--- src/rtl/apcc_cfg.svh ---
`ifndef APCC_CFG_SVH
`define APCC_CFG_SVH

// ----------------------------------------------------------------
// register indexes (byte address is four times the index)
// ----------------------------------------------------------------
`define APCC_IDX_PORT_CFG   8'h9f
`define APCC_IDX_CONV_CTRL  8'h1f
`define APCC_IDX_RES_HIGH   8'h1e
`define APCC_IDX_RES_LOW    8'h9e
`define APCC_IDX_PORT_DATA  8'h05
`define APCC_IDX_PIN_DIR    8'h85

// ----------------------------------------------------------------
// field positions
// ----------------------------------------------------------------
`define APCC_CFG_JUSTIFY_BIT  7
`define APCC_CFG_PCFG_LSB     0
`define APCC_CTRL_CLKSEL_LSB  6
`define APCC_CTRL_CHAN_LSB    3
`define APCC_CTRL_GO_BIT      2
`define APCC_CTRL_ENABLE_BIT  0

// ----------------------------------------------------------------
// reset values
// ----------------------------------------------------------------
`define APCC_PORT_CFG_RST  8'h00
`define APCC_PIN_DIR_RST   5'h1f

// ----------------------------------------------------------------
// timing
// ----------------------------------------------------------------
`define APCC_CLK_NS         25
`define APCC_TAD_RC_NS      4000
`define APCC_TAD_PER_CONV   12
`define APCC_DIV_OSC2       2
`define APCC_DIV_OSC8       8
`define APCC_DIV_OSC32      32

`endif

--- src/rtl/apcc_pkg.sv ---
package apcc_pkg;

    // ------------------------------------------------------------
    // pin role decode
    // ------------------------------------------------------------
    typedef struct packed {
        logic [4:0] analogMask;
        logic       vrefPosPin;
        logic       vrefNegPin;
    } apcc_pin_cfg_t;

    typedef enum logic [1:0] {
        APCC_CLK_OSC2,
        APCC_CLK_OSC8,
        APCC_CLK_OSC32,
        APCC_CLK_RC
    } apcc_clk_sel_t;

    typedef enum logic {
        APCC_CONV_IDLE,
        APCC_CONV_RUN
    } apcc_conv_st_t;

    // ------------------------------------------------------------
    // module state records
    // ------------------------------------------------------------
    typedef struct packed {
        logic [7:0] cnt;
        logic       tick;
    } apcc_tad_st_t;

    typedef struct packed {
        logic          ack;
        logic [7:0]    rdata;
        logic          justify;
        logic [3:0]    pcfg;
        apcc_clk_sel_t clkSel;
        logic [2:0]    chan;
        logic          enable;
        apcc_conv_st_t conv;
        logic [3:0]    tadCnt;
        logic [9:0]    sample;
        logic [9:0]    result;
        logic [4:0]    portLatch;
        logic [4:0]    pinDir;
        apcc_pin_cfg_t pinCfg;
    } apcc_top_st_t;

endpackage

--- src/rtl/apcc_pcfg_dec.sv ---
`include "apcc_cfg.svh"

module apcc_pcfg_dec
    import apcc_pkg::*;
(
    // port configuration code
    input  wire logic [3:0]    pcfg,
    // decoded pin roles
    output apcc_pin_cfg_t      pinCfg
);

    // mask bit set: pin is analog input or reference, not digital
    always_comb begin
        pinCfg = '{analogMask: 5'h1f, vrefPosPin: 1'b0,
                   vrefNegPin: 1'b0};
        case (pcfg)
            4'h0, 4'h2, 4'h9: begin
            end
            4'h1, 4'h3, 4'ha: begin
                pinCfg.vrefPosPin = 1'b1;
            end
            4'h4: begin
                pinCfg.analogMask = 5'h0b;
            end
            4'h5: begin
                pinCfg.analogMask = 5'h0b;
                pinCfg.vrefPosPin = 1'b1;
            end
            4'h6, 4'h7: begin
                pinCfg.analogMask = 5'h00;
            end
            4'h8, 4'hb, 4'hc: begin
                pinCfg.vrefPosPin = 1'b1;
                pinCfg.vrefNegPin = 1'b1;
            end
            4'hd: begin
                pinCfg.analogMask = 5'h0f;
                pinCfg.vrefPosPin = 1'b1;
                pinCfg.vrefNegPin = 1'b1;
            end
            4'he: begin
                pinCfg.analogMask = 5'h01;
            end
            4'hf: begin
                pinCfg.analogMask = 5'h0d;
                pinCfg.vrefPosPin = 1'b1;
                pinCfg.vrefNegPin = 1'b1;
            end
            default: begin
            end
        endcase
    end

endmodule

--- src/rtl/apcc_tad_gen.sv ---
`include "apcc_cfg.svh"

module apcc_tad_gen
    import apcc_pkg::*;
#(
    parameter int RC_CYCLES =
        (`APCC_TAD_RC_NS + `APCC_CLK_NS - 1) / `APCC_CLK_NS
)(
    // clock and reset
    input  wire logic          clock,
    input  wire logic          rst_n,
    // control
    input  wire apcc_clk_sel_t clkSel,
    input  wire logic          run,
    // one pulse per bit conversion period
    output logic               tadTick
);

    if (RC_CYCLES < 2 || RC_CYCLES > 256) begin : g_chk
        $error("RC_CYCLES must lie in 2..256");
    end

    apcc_tad_st_t q;
    apcc_tad_st_t d;
    logic [7:0]   divLast;

    always_comb begin
        case (clkSel)
            APCC_CLK_OSC2:  divLast = 8'(`APCC_DIV_OSC2 - 1);
            APCC_CLK_OSC8:  divLast = 8'(`APCC_DIV_OSC8 - 1);
            APCC_CLK_OSC32: divLast = 8'(`APCC_DIV_OSC32 - 1);
            default:        divLast = 8'(RC_CYCLES - 1);
        endcase
    end

    always_comb begin
        d      = q;
        d.tick = 1'b0;
        if (!run) begin
            d.cnt = 8'h00;
        end else if (q.cnt == divLast) begin
            d.cnt  = 8'h00;
            d.tick = 1'b1;
        end else begin
            d.cnt = q.cnt + 8'h01;
        end
        if (!rst_n) begin
            d = '0;
        end
    end

    always_ff @(posedge clock) begin
        q <= d;
    end

    assign tadTick = q.tick;
endmodule

--- src/rtl/apcc_top.sv ---
`include "apcc_cfg.svh"

module apcc_top
    import apcc_pkg::*;
#(
    parameter int TAD_PER_CONV = `APCC_TAD_PER_CONV,
    parameter int RC_CYCLES    =
        (`APCC_TAD_RC_NS + `APCC_CLK_NS - 1) / `APCC_CLK_NS
)(
    // clock and reset
    input  wire logic          clock,
    input  wire logic          rst_n,
    // avalon-mm slave
    input  wire logic [9:0]    address,
    input  wire logic          read,
    input  wire logic          write,
    input  wire logic [31:0]   writedata,
    input  wire logic [3:0]    byteenable,
    output logic      [31:0]   readdata,
    output logic               waitrequest,
    // converter pins
    input  wire logic [4:0]    pinIn,
    input  wire logic [9:0]    sampleCode,
    output logic      [4:0]    portOut,
    output logic      [4:0]    portOe_n,
    output apcc_pin_cfg_t      pinCfg,
    output logic      [2:0]    chanSel,
    output logic               converting
);

    if (TAD_PER_CONV < 12 || TAD_PER_CONV > 16) begin : g_chk
        $error("TAD_PER_CONV must lie in 12..16");
    end

    // ------------------------------------------------------------
    // state
    // ------------------------------------------------------------
    apcc_top_st_t  q;
    apcc_top_st_t  d;
    apcc_pin_cfg_t pinDec;
    logic          tadTick;

    apcc_pcfg_dec u_dec (
        .pcfg   (q.pcfg),
        .pinCfg (pinDec)
    );

    apcc_tad_gen #(
        .RC_CYCLES (RC_CYCLES)
    ) u_tad (
        .clock   (clock),
        .rst_n   (rst_n),
        .clkSel  (q.clkSel),
        .run     (q.conv == APCC_CONV_RUN),
        .tadTick (tadTick)
    );

    // ------------------------------------------------------------
    // bus decode
    // ------------------------------------------------------------
    logic       busReq;
    logic       take;
    logic       aligned;
    logic [7:0] wordIdx;
    logic       wrLow;
    logic [7:0] wd;

    assign busReq  = read || write;
    assign take    = busReq && q.ack;
    assign aligned = (address[1:0] == 2'b00);
    assign wordIdx = address[9:2];
    assign wrLow   = write && take && byteenable[0] && aligned;
    assign wd      = writedata[7:0];

    // ------------------------------------------------------------
    // next state
    // ------------------------------------------------------------
    logic [7:0] rdMux;
    logic [7:0] dirPad;
    logic [7:0] latchPad;
    logic [2:0] newChan;
    logic       startReq;
    logic       lastTad;

    always_comb begin
        d        = q;
        rdMux    = 8'h00;
        dirPad   = {3'b000, q.pinDir};
        latchPad = {3'b000, q.portLatch};
        newChan  = wd[`APCC_CTRL_CHAN_LSB +: 3];
        startReq = 1'b0;
        lastTad  = (q.tadCnt == 4'(TAD_PER_CONV - 1));

        // first request cycle answers with wait, second completes
        d.ack = busReq && !q.ack;

        if (aligned) begin
            case (wordIdx)
                `APCC_IDX_PORT_CFG: begin
                    rdMux[`APCC_CFG_JUSTIFY_BIT] = q.justify;
                    rdMux[`APCC_CFG_PCFG_LSB +: 4] = q.pcfg;
                end
                `APCC_IDX_CONV_CTRL: begin
                    rdMux[`APCC_CTRL_CLKSEL_LSB +: 2] = q.clkSel;
                    rdMux[`APCC_CTRL_CHAN_LSB +: 3] = q.chan;
                    rdMux[`APCC_CTRL_GO_BIT] =
                        (q.conv == APCC_CONV_RUN);
                    rdMux[`APCC_CTRL_ENABLE_BIT] = q.enable;
                end
                `APCC_IDX_RES_HIGH: begin
                    if (q.justify) begin
                        rdMux = {6'h00, q.result[9:8]};
                    end else begin
                        rdMux = q.result[9:2];
                    end
                end
                `APCC_IDX_RES_LOW: begin
                    if (q.justify) begin
                        rdMux = q.result[7:0];
                    end else begin
                        rdMux = {q.result[1:0], 6'h00};
                    end
                end
                `APCC_IDX_PORT_DATA: begin
                    // analog pins read low, decode taken live
                    rdMux = {3'b000, pinIn & ~pinDec.analogMask};
                end
                `APCC_IDX_PIN_DIR: begin
                    rdMux = {3'b000, q.pinDir};
                end
                default: begin
                    rdMux = 8'h00;
                end
            endcase
        end
        if (read && !q.ack) begin
            d.rdata = rdMux;
        end

        if (wrLow) begin
            case (wordIdx)
                `APCC_IDX_PORT_CFG: begin
                    d.justify = wd[`APCC_CFG_JUSTIFY_BIT];
                    d.pcfg    = wd[`APCC_CFG_PCFG_LSB +: 4];
                end
                `APCC_IDX_CONV_CTRL: begin
                    d.enable = wd[`APCC_CTRL_ENABLE_BIT];
                    // source and channel frozen while converting
                    if (q.conv == APCC_CONV_IDLE) begin
                        d.clkSel = apcc_clk_sel_t'(
                            wd[`APCC_CTRL_CLKSEL_LSB +: 2]);
                        d.chan   = newChan;
                        startReq = wd[`APCC_CTRL_GO_BIT] &&
                                   wd[`APCC_CTRL_ENABLE_BIT];
                    end
                end
                `APCC_IDX_PORT_DATA: begin
                    d.portLatch = wd[4:0];
                end
                `APCC_IDX_PIN_DIR: begin
                    d.pinDir = wd[4:0];
                end
                default: begin
                end
            endcase
        end

        case (q.conv)
            APCC_CONV_IDLE: begin
                if (startReq) begin
                    d.conv   = APCC_CONV_RUN;
                    d.tadCnt = 4'h0;
                    // pin driven as output converts its own level
                    if (newChan < 3'd5 && !dirPad[newChan]) begin
                        d.sample = {10{latchPad[newChan]}};
                    end else begin
                        d.sample = sampleCode;
                    end
                end
            end
            APCC_CONV_RUN: begin
                if (!d.enable) begin
                    d.conv = APCC_CONV_IDLE;
                end else if (tadTick) begin
                    if (lastTad) begin
                        d.result = q.sample;
                        d.conv   = APCC_CONV_IDLE;
                    end else begin
                        d.tadCnt = q.tadCnt + 4'h1;
                    end
                end
            end
            default: begin
                d.conv = APCC_CONV_IDLE;
            end
        endcase

        // registered copy for the pin side, one cycle behind
        d.pinCfg = pinDec;

        if (!rst_n) begin
            d         = '0;
            d.justify = 1'(`APCC_PORT_CFG_RST >>
                           `APCC_CFG_JUSTIFY_BIT);
            d.pcfg    = 4'(`APCC_PORT_CFG_RST);
            d.pinDir  = `APCC_PIN_DIR_RST;
            d.pinCfg  = '{analogMask: 5'h1f, vrefPosPin: 1'b0,
                          vrefNegPin: 1'b0};
        end
    end

    always_ff @(posedge clock) begin
        q <= d;
    end

    // ------------------------------------------------------------
    // outputs
    // ------------------------------------------------------------
    assign readdata    = {24'h000000, q.rdata};
    assign waitrequest = busReq && !q.ack;
    assign portOut     = q.portLatch;
    assign portOe_n    = q.pinDir;
    assign pinCfg      = q.pinCfg;
    assign chanSel     = q.chan;
    assign converting  = (q.conv == APCC_CONV_RUN);

    // ------------------------------------------------------------
    // checks
    // ------------------------------------------------------------
    logic [15:0] convCycles;
    logic [15:0] minCycles;
    logic        doneNow;
    logic        rdDone;

    assign doneNow = (q.conv == APCC_CONV_RUN) && tadTick && lastTad &&
                     q.enable;
    assign rdDone  = read && !waitrequest && aligned;

    always_comb begin
        case (q.clkSel)
            APCC_CLK_OSC2:  minCycles = 16'(TAD_PER_CONV * 2);
            APCC_CLK_OSC8:  minCycles = 16'(TAD_PER_CONV * 8);
            APCC_CLK_OSC32: minCycles = 16'(TAD_PER_CONV * 32);
            default:        minCycles = 16'(TAD_PER_CONV * RC_CYCLES);
        endcase
    end

    always_ff @(posedge clock) begin
        if (!rst_n || q.conv == APCC_CONV_IDLE) begin
            convCycles <= 16'h0000;
        end else begin
            convCycles <= convCycles + 16'h0001;
        end
    end
endmodule

--- config.mk ---
export PLATFORM = sky130hd
export DESIGN_NAME = apcc_top
export DESIGN_NICKNAME = d
export VERILOG_FILES = /design/src/rtl/apcc_pkg.sv /design/src/rtl/apcc_pcfg_dec.sv /design/src/rtl/apcc_tad_gen.sv /design/src/rtl/apcc_top.sv
export VERILOG_INCLUDE_DIRS = /design/src /design/src/rtl
export SDC_FILE = /design/constraint.sdc
export NUM_CORES = 1
export LEC_CHECK = 0
export BUFFER_PORTS_ARGS = -buffer_cell sky130_fd_sc_hd__buf_4
export CAP_MARGIN = 5
export CORE_MARGIN = 8
export CORE_UTILIZATION = 40
export DETAILED_ROUTE_END_ITERATION = 10
export PLACE_DENSITY = 0.66
export RECOVER_POWER = 50
export SKIP_CTS_REPAIR_TIMING = 1
export SLEW_MARGIN = 20
export SYNTH_ARGS = -nofsm -noshare
export SYNTH_HDL_FRONTEND = slang
export SYNTH_SLANG_ARGS = --single-unit
--- constraint.sdc ---
create_clock -name clock -period 3 [get_ports clock]
set_input_delay 0.6 -clock clock [delete_from_list [all_inputs] [get_ports clock]]
set_output_delay 0.6 -clock clock [all_outputs]
set_load 0.05 [all_outputs]
==> flow_metrics.py, run 1 <==
metrics = {
    "run_status": {
        "status": "complete, no violations",
    },
    "sta": {
        "finalHoldViolCount": 0,
        "worst_slew_pin_slew_ps": 1460,
        "fin_skew_ps": 11.4,
        "fin_crit_sh_pct": 78.7,
        "fin_setup_tns_ps": 0,
        "fmax_mhz": 423,
        "relSlewSlack_pct": 2.36,
        "setup-violations-final": 0,
        "fin_crit_ps": 2360,
        "rsz0062_at_grt": "no",
        "hold_ws_ps": 459,
        "drv_slew": 0,
    },
    "die": {
        "fp.dieH_um": 111,
        "io-pin-count": 119,
        "dieArea_mm2": 0.0124,
        "die_w_um": 111,
        "rows": 34,
        "initial_core_util_pct": 41.3,
        "core_mm2": 0.00876,
    },
    "critical_path": {
        "r2r_start": "q[61]",
        "required_ps": 3280,
        "end_kind": "register",
        "rr_worst_depth": 5,
        "critical_path_class": "in -> reg",
        "startpoint": "address[7]",
        "start_kind": "input port",
        "worst-r2r-setup-slack_ps": 900,
        "crit_path_end": "q[40]",
        "r2r-end": "q[36]",
        "cp_data_arrival_time_ps": 2640,
        "path_max_fanout": 6,
    },
    "power_and_ir_drop": {
        "cellLeakagePower_nw": 1.49,
        "pwr_density_cell_mw_per_mm2": 469,
        "power.switching_uw": 489,
        "vdd_drop_max_uv": 231,
        "p_seq_share_pct": 50.2,
        "p_sw_share_pct": 26.0,
        "clkPwrFrac_pct": 40.8,
        "combinationalPowerShare_pct": 8.9,
        "cellInternalPower_mw": 1.39,
        "power.total_mw": 1.88,
    },
    "grt": {
        "grt_usage_pct": 15.0,
        "grt.met3_usage_pct": 4.82,
        "overflow": 0,
        "met1_usage_pct": 19.3,
        "grt_max_degree": 32,
        "top_usage_layer": "met2",
        "grt_util_met2_pct": 22.8,
        "grt_pass1_vias": 2927,
        "antenna_found_initial": 0,
        "grt_pass1_wl_mm": 15.1,
    },
    "clock_network": {
        "cts_tree": "built",
        "cts_made_buffers": 9,
        "max-clock-path-buffers": 2,
        "clock-sinks": 71,
        "clockRootBuffer": "clkbuf_8",
        "clk_pin_slew_ps": 70,
        "htreeDepth": 3,
        "clk_latency_ps": 350,
    },
    "synth": {
        "yosys_warnings": 0,
        "avgSynthCellArea_um2": 8.31,
        "async_reset_ff_share_pct": 0,
        "syn_area_mm2": 0.00362,
        "synth-edff-count": 0,
        "synth_top_flop_cell": "dfxtp_1",
        "ys_seq_elements": 71,
        "synthDistinctLibCells": 53,
        "synthCells": 436,
        "seq_area_frac_synth_pct": 39.2,
    },
    "finish": {
        "drive_gt1_share_pct": 14.0,
        "syn_to_final_growth_pct": 10.6,
        "diodes": 0,
        "nets": 539,
    },
    "drt": {
        "vias_per_cell": 5.29,
        "drtIter0Drc": 142,
        "ant_nets": 0,
        "dr.pass1.iters": 5,
        "vias": 3094,
        "routed_wirelength_mm": 9.45,
        "wl_per_cell_um": 16.1,
        "drc": 0,
    },
    "placement": {
        "dp_hpwl_mm": 7.19,
        "io_buffers": 67,
        "finalWeightedCongestion": 0.848,
    },
    "flow_run": {
        "maxCapViolCount": 0,
    },
    "min_path": {
        "holdPathStages": 2,
        "hold_class": "reg -> reg",
    },
}
## cell families after synthesis
| kind of cell | Yosys count | share of synthesized area (%) |
|---|---|---|
| compound gates | 68 | 12.0 |
| xor+xnor | 7 | 1.69 |
| fa+ha+maj | 2 | 0.690 |
| buf+inv | 81 | 14.1 |
| flops | 71 | 39.2 |
| mux | 39 | 11.2 |
| other cells | 1 | 0.103 |
| simple gates | 167 | 21.1 |
## metal layers
layer | up-vias | part of all wire [%]
met5 | - | 0
met4 | 0 | 1.4
met3 | 11 | 7.8
met2 | 141 | 44
met1 | 1423 | 47
li1 | 1519 | -
## cells in the mapped netlist (3+ instances only)
cell      number  share of area, %
or2_2          3              0.52
xor2_1         4              0.97
inv_1          8              0.83
a21oi_1       12               1.7
a32oi_1        4              0.97
buf_4         52                11
nor2_1        54               5.6
buf_1          4              0.41
clkbuf_1      14               1.5
nand3_1       18               2.5
o21ai_0       29               4.0
a32o_1         3              0.83
mux2i_1       37                10
nor4_1         3              0.52
a31oi_1        3              0.52
a221oi_1       3              0.73
nor3_1        19               2.6
dfxtp_1       71                39
nand2b_1       3              0.52
or3_1          4              0.69
xnor2_1        3              0.73
nand2_1       48               5.0
## layout by cell type, fill, tap and decap left out, types with 2 or more instances in the layout
master,synthesis,final
or2_2,3,3
nand4_1,2,2
a31oi_1,3,3
o21ai_0,29,29
nor3_1,19,19
nor4_1,3,3
inv_1,8,8
mux2i_1,37,37
clkinv_2,0,3
clkbuf_8,0,10
xnor2_1,3,3
or3_1,4,4
conb_1,1,24
nand2_1,48,48
nor2_1,54,54
a21oi_1,12,12
buf_4,52,42
dfxtp_1,71,71
ha_1,2,2
xor2_1,4,4
a32o_1,3,3
nand3_1,18,18
or4_1,2,2
a32oi_1,4,4
a22oi_1,2,2
clkbuf_1,14,32
clkinvlp_4,0,2
nand2b_1,3,3
and3_1,2,2
a221oi_1,3,3
## sequential cells by signal (all words and copies together) (netlist names)
register	flops
portOe_n	5
portOut	5
pinCfg	7
converting	1
u_tad.tadTick	1
u_tad.q	8
q	33
readdata	8
chanSel	3
## power groups by stage
| stage | clock [mW] | combinational [mW] | sequential, mW |
|---|---|---|---|
| finish | 0.767 | 0.168 | 0.944 |
| global route | 0.831 | 0.178 | 0.944 |
| CTS | 0.784 | 0.168 | 0.944 |
| detailed placement | 0 | 0.168 | 0.966 |
| global placement | 0 | 0.166 | 0.966 |
| floorplan | 0 | 0.135 | 0.965 |
## final cells by class
cell class / count / area, um^2
Timing Repair Buffer: 75 / 443
Sequential cell: 71 / 1420
Fill cell: 902 / 4760
Clock inverter: 6 / 60.1
Inverter: 8 / 30.0
Tap cell: 108 / 135
Multi-Input combinational cell: 307 / 1780
Clock buffer: 10 / 138
## metrics by stage
stage,worst slack [ps],util (%),area (um^2),instances
after floorplan,444,-,3710,459
after global placement,309,44.8,3930,569
after detailed placement,293,44.8,3930,569
after CTS,646,47.1,4130,585
after global routing,564,45.7,4010,585
final,638,45.7,4010,585
## critical path, cell delays in order
cell and delay [ps]:
buf_4 110, nand3b_1 240, or2_2 400, or4_1 540, a32o_1 260, or3_1 350
a21oi_1 140
## how the worst min path moves through the flow
| stage | start | to |
|---|---|---|
| detailed placement | q[33] | q[33] |
| finish | q[28] | q[28] |
| global placement | q[27] | q[27] |
| global route | writedata[1] | portOe_n[1] |
| CTS | q[28] | q[28] |
| floorplan | q[27] | q[27] |
No activity file was read; power rests on OpenSTA's default activity.
==> run 2: changes to the inputs <==
--- a/config.mk
+++ b/config.mk
@@ -6,12 +6,13 @@
 export SDC_FILE = /design/constraint.sdc
 export NUM_CORES = 1
 export LEC_CHECK = 0
+export ABC_AREA = 1
 export BUFFER_PORTS_ARGS = -buffer_cell sky130_fd_sc_hd__buf_4
 export CAP_MARGIN = 5
 export CORE_MARGIN = 8
 export CORE_UTILIZATION = 40
 export DETAILED_ROUTE_END_ITERATION = 10
-export PLACE_DENSITY = 0.66
+export PLACE_DENSITY = 0.67
 export RECOVER_POWER = 50
 export SKIP_CTS_REPAIR_TIMING = 1
 export SLEW_MARGIN = 20
==> constraint.sdc (replaced) <==
create_clock -name clock -period 1.95 [get_ports clock]
set_input_delay 0.39 -clock clock [delete_from_list [all_inputs] [get_ports clock]]
set_output_delay 0.39 -clock clock [all_outputs]
set_load 0.05 [all_outputs]
==> run 2 against run 1 <==
  * Clock-buffer cell count up 4
  * Clock power up 81%
  * Synthesized cell count is 34% higher
  * Area after synthesis grew 11%
  * Global-route usage rose by 0.22 points
  * Die area increased by 9.5%
  * Power rose by 66%
  * Sequential cell count did not move
  * First-iteration DRC count is 92% higher
  * Register-to-register slack worse by 630 ps
==> flow_metrics.py, run 2 <==
metrics = {
    "finish": {
        "fillerInstances": 1044,
        "multiInputGateArea_mm2": 0.00194,
        "nets": 700,
        "fin_cells": 771,
        "drive_gt1_share_pct": 13.6,
        "seq_area_mm2": 0.00142,
        "final_util_pct": 46.5,
        "syn_to_final_growth_pct": 12.8,
        "largest_register_ffs": 33,
        "final_cell_mix": "nand2_1 (124), inv_1 (73), dfxtp_1 (70)",
        "diodes": 0,
        "regMostFlops": "q",
        "final_common_cell": "nand2_1",
    },
    "sta": {
        "fin_crit_ps": 1680,
        "rsz0062_at_grt": "no",
        "drv_slew": 0,
        "setup-violations-final": 0,
        "relSlewSlack_pct": 57.7,
        "worst_slew_pin_slew_ps": 634,
        "setup_ws_ps": 269,
        "fin_setup_tns_ps": 0,
        "fin_skew_ps": 7.81,
        "hold_ws_ps": 298,
        "fin_crit_sh_pct": 86.2,
        "fmax_mhz": 595,
        "finalHoldViolCount": 0,
    },
    "critical_path": {
        "cp_data_arrival_time_ps": 1950,
        "cp_common_cell": "nand3_1",
        "worstPathCellList": "nand3_1 > nor2_8 > nand3_4 > nand2_2 > nand3_1 > nand3_1 > nand2_1 > a21oi_1",
        "start_kind": "register",
        "critPathBufInv": 0,
        "critPathMaxStageDelay_ps": 370,
        "required_ps": 2210,
        "critPathTopFamily": "simple AND/OR/NAND/NOR gates",
        "critical_path_class": "reg -> reg",
        "path_max_fanout": 6,
        "crit_slowest_cell": "dfxtp_1",
        "end_kind": "register",
    },
    "synth": {
        "ys_seq_elements": 71,
        "synth_area_leaders": "dfxtp_1 (35%), nand2_1 (12%), buf_4 (9.7%)",
        "synth-edff-count": 0,
        "synth_top_flop_cell": "dfxtp_1",
        "synth.top_cell.area_share_pct": 35.3,
        "synthDistinctLibCells": 40,
        "seq_area_frac_synth_pct": 35.3,
        "yosys-top-cells-count": "nand2_1 (124), inv_1 (73), dfxtp_1 (71), nand3_1 (56), buf_4 (52)",
        "syn_area_mm2": 0.00403,
        "async_reset_ff_share_pct": 0,
        "avgSynthCellArea_um2": 6.88,
        "yosys_warnings": 0,
        "synthCells": 585,
        "yosysMostFrequentCell": "nand2_1",
        "yosys.area.top_type": "dfxtp_1",
    },
    "clock_network": {
        "clk_pin_slew_ps": 70,
        "cts_made_buffers": 9,
        "clk_latency_ps": 340,
        "cts_tree": "built",
        "clock-sinks": 71,
        "htreeDepth": 3,
        "max-clock-path-buffers": 2,
        "clockRootBuffer": "clkbuf_8",
    },
    "placement": {
        "dpl.cell_count": 755,
        "dp_slack_ps": 94.8,
        "finalWeightedCongestion": 0.868,
        "dp_hpwl_mm": 7.79,
        "io_buffers": 67,
    },
    "drt": {
        "drtIter0Drc": 273,
        "wl_met3_um": 620,
        "vias": 3671,
        "wl_per_cell_um": 12.9,
        "routed_wirelength_mm": 9.98,
        "drc": 0,
        "top_layer": "met4",
        "ant_nets": 0,
        "dr.pass1.iters": 4,
        "route.met2.wl_mm": 4.62,
        "vias_per_cell": 4.76,
        "drt-met1-wl_mm": 4.61,
    },
    "run_status": {
        "status": "complete, no violations",
    },
    "grt": {
        "grt_pass1_vias": 3472,
        "antenna_found_initial": 0,
        "grt_pass1_wl_mm": 16.4,
        "grt_max_degree": 34,
        "grt_usage_pct": 15.2,
        "overflow": 0,
    },
    "die": {
        "fp.dieH_um": 116,
        "rows": 36,
        "core_mm2": 0.00977,
        "die_w_um": 116,
        "io-pin-count": 119,
        "dieArea_mm2": 0.0135,
        "initial_core_util_pct": 41.2,
    },
    "flow_run": {
        "maxCapViolCount": 0,
    },
    "power_and_ir_drop": {
        "vdd_drop_max_uv": 513,
        "cellLeakagePower_nw": 1.95,
        "pwr_density_cell_mw_per_mm2": 688,
    },
    "min_path": {
        "hold_class": "in -> reg",
    },
}
run 2: cell count changes in the layout (fill, tap and decap cells not counted), sizes merged, moves of 9 or more:
cell	delta
nand2	+79
a21oi	+37
nor3	-11
mux2i	-37
nand3	+43
inv	+66
nand4	+12
o21ai	+9
run 2: per-stage QoR:
step | area, um^2 | total power [mW]
6_report | 4540 | 3.13
3_3_place_gp | 4420 | 1.77
5_1_grt | 4540 | 3.24
4_1_cts | 4660 | 3.16
2_1_floorplan | 4110 | 1.71
3_5_place_dp | 4420 | 1.78
run 2: cells by family (layout without fill, tap and decap cells):
family / after synthesis / count (layout) / synth area share [%]
xor gates and xnor gates: 3 / 3 / 0.652
DFF: 71 / 71 / 35.3
AOI/OAI and AO/OA: 96 / 96 / 12.7
buffers and inverters: 141 / 171 / 18.4
other: 1 / 24 / 0.0931
and+or+nand+nor: 271 / 271 / 32.2
adders and majority gates: 2 / 2 / 0.621
run 2: power by group:
part | internal, mW | total [mW] | switching [mW]
Clock | 0.862 | 1.39 | 0.525
Combinational | 0.0767 | 0.288 | 0.211
Sequential | 1.45 | 1.45 | 0.00159
run 2: cell type report:
class	instances	share of cell area [%]
Clock buffer	14	4.02
Clock inverter	2	1.32
Inverter	75	6.20
Multi-Input combinational cell	396	42.8
Sequential cell	71	31.3
Tap cell	133	3.66
Timing Repair Buffer	80	10.7
run 2: path summary, 6_finish.rpt:
path / from / depth (start not counted) / slack [ps] / end
hold reg to reg: q[50] / 1 / 460 / pinCfg[6]
setup / recovery: q[61] / 8 / 270 / q[40]
hold / removal: writedata[1] / 3 / 300 / portOe_n[1]
setup reg to reg: q[61] / 8 / 270 / q[40]
run 2: worst reg2reg max path, delay by kind of cell (launching register included):
family | cells | cell delay [ps]
and+or+nand+nor | 7 | 1110
DFF | 1 | 370
AOI/OAI and AO/OA | 1 | 110
run 2: per-layer routing:
metal  global-route usage [%]  vias up
met5                        0        -
met4                     5.96        0
met2                     25.2      122
met3                     3.00       13
met1                     18.9     1623
li1                         -     1913
==> run 3: changes to the inputs <==
--- a/config.mk
+++ b/config.mk
@@ -13,7 +13,7 @@
 export CORE_UTILIZATION = 40
 export DETAILED_ROUTE_END_ITERATION = 10
 export PLACE_DENSITY = 0.67
-export RECOVER_POWER = 50
+export RECOVER_POWER = 25
 export SKIP_CTS_REPAIR_TIMING = 1
 export SLEW_MARGIN = 20
 export SYNTH_ARGS = -nofsm -noshare
==> run 3 against run 2 <==
  * Non-clock buffer count did not move
  * Sequential power barely moved
  * Fmax rose by 1.2%
  * Largest power group unchanged
  * Global-route usage did not move
  * Register-to-register slack improved by 20 ps
  * Worst setup slack improved by 21 ps
  * Highest routed layer unchanged
  * Sequential share of layout area fell by 0.38 points
  * Via count rose by 0.33%
==> flow_metrics.py, run 3 (synthesis gave the netlist of run 2 again) <==
metrics = {
    "drt": {
        "drtIter0Drc": 280,
        "dr.pass1.iters": 5,
        "wl_per_cell_um": 13.0,
        "routed_wirelength_mm": 10.0,
        "vias_per_cell": 4.78,
        "vias": 3683,
        "ant_nets": 0,
        "drc": 0,
    },
    "sta": {
        "fmax_mhz": 602,
        "worst_slew_pin_slew_ps": 642,
        "rsz0062_at_grt": "no",
        "fin_crit_ps": 1660,
        "finalHoldViolCount": 0,
        "drv_slew": 0,
        "fin_setup_tns_ps": 0,
        "fin_skew_ps": 7.31,
        "fin_crit_sh_pct": 85.2,
        "relSlewSlack_pct": 57.2,
        "setup_ws_ps": 290,
        "setup-violations-final": 0,
    },
    "die": {
        "initial_core_util_pct": 41.2,
        "io-pin-count": 119,
        "core_mm2": 0.00977,
        "fp.dieH_um": 116,
        "dieArea_mm2": 0.0135,
        "rows": 36,
        "die_w_um": 116,
    },
    "critical_path": {
        "r2r_start": "q[37]",
        "critPathBufInv": 2,
        "crit_slowest_cell": "dfxtp_1",
        "cp_common_cell": "nor2_1",
        "critPathMaxStageDelay_ps": 380,
        "cp_data_arrival_time_ps": 1920,
        "worst-r2r-setup-slack_ps": 290,
        "required_ps": 2210,
        "start_kind": "register",
        "crit_path_end": "q[24]",
        "r2r-end": "q[24]",
        "startpoint": "q[37]",
        "critical_path_class": "reg -> reg",
        "end_kind": "register",
        "crit_cells": 8,
        "path_max_fanout": 6,
        "rr_worst_depth": 8,
        "worstPathCellList": "ha_1 > nand2_1 > nor2_1 > inv_1 > nor2_1 > buf_4 > nand4_1 > a21oi_1",
        "critPathTopFamily": "simple AND/OR/NAND/NOR gates",
    },
    "clock_network": {
        "htreeDepth": 3,
        "clock-sinks": 71,
        "clk_pin_slew_ps": 70,
        "max-clock-path-buffers": 2,
        "clockRootBuffer": "clkbuf_8",
        "cts_made_buffers": 9,
        "clk_latency_ps": 340,
        "cts_tree": "built",
    },
    "finish": {
        "nets": 700,
        "design_area_mm2": 0.00460,
        "fillerInstances": 1028,
        "largest_register_ffs": 33,
        "regMostFlops": "q",
        "final_cell_mix": "nand2_1 (124), inv_1 (73), dfxtp_1 (70)",
        "drive_gt1_share_pct": 16.0,
        "diodes": 0,
        "syn_to_final_growth_pct": 14.2,
        "final_common_cell": "nand2_1",
    },
    "power_and_ir_drop": {
        "cellLeakagePower_nw": 2.00,
        "power.total_mw": 3.13,
        "vdd_drop_max_uv": 514,
        "pwr_density_cell_mw_per_mm2": 680,
    },
    "grt": {
        "grt_max_degree": 34,
        "grt_pass1_vias": 3472,
        "antenna_found_initial": 0,
        "grt_pass1_wl_mm": 16.4,
        "overflow": 0,
        "grt_usage_pct": 15.2,
    },
    "flow_run": {
        "maxCapViolCount": 0,
    },
    "run_status": {
        "status": "complete, no violations",
    },
    "placement": {
        "dp_slack_ps": 94.8,
        "finalWeightedCongestion": 0.868,
        "dp_hpwl_mm": 7.79,
        "io_buffers": 67,
        "placed_area_mm2": 0.00442,
    },
    "min_path": {
        "hold_class": "in -> reg",
    },
}
-- run 3: final cells by class --
class	count	area (um^2)	area share (%)
flip-flops and latches	71	1420	30.9
multi-input cells	396	1950	42.4
well taps	133	166	3.62
clock buffers	14	183	3.97
inverters	75	282	6.12
clock inverters	2	60.1	1.31
repair buffers	80	536	11.6
-- run 3: worst min-delay path by stage --
stage | start | end | cells after the start
after floorplan | q[50] | pinCfg[6] | 1
after global placement | q[50] | pinCfg[6] | 1
after detailed placement | q[50] | pinCfg[6] | 1
after CTS | writedata[1] | portOe_n[1] | 3
after global routing | writedata[1] | portOe_n[1] | 3
final | writedata[1] | portOe_n[1] | 3
-- run 3: stage by stage --
stage / hold slack, ps / std cells / util, %
after floorplan: 420 / 608 / -
after global placement: 441 / 755 / 45.2
after detailed placement: 444 / 755 / 45.2
after CTS: 272 / 771 / 47.7
after global routing: 298 / 771 / 47.1
final: 295 / 771 / 47.1
-- run 3: worst register-to-register path, delay by kind of cell (launching register included) --
| family | cells | cell delay [ps] |
|---|---|---|
| buf+inv | 2 | 260 |
| flops | 1 | 380 |
| compound gates | 1 | 170 |
| fa+ha+maj | 1 | 210 |
| simple gates | 4 | 560 |
-- run 3: metal layers --
metal / global-route usage, % / vias up / wire length, um
met3: 3.00 / 15 / 641
met5: 0 / - / 0
met1: 18.9 / 1636 / 4590
met2: 25.2 / 120 / 4620
li1: - / 1912 / -
met4: 5.96 / 0 / 143
-- run 3: power by group --
group	leakage (nW)	internal, mW	switching [mW]	total, mW
registers	0.573	1.45	0.00184	1.45
logic	1.30	0.0787	0.212	0.290
clock network	0.123	0.861	0.521	1.38
total	2.00	2.39	0.735	3.13
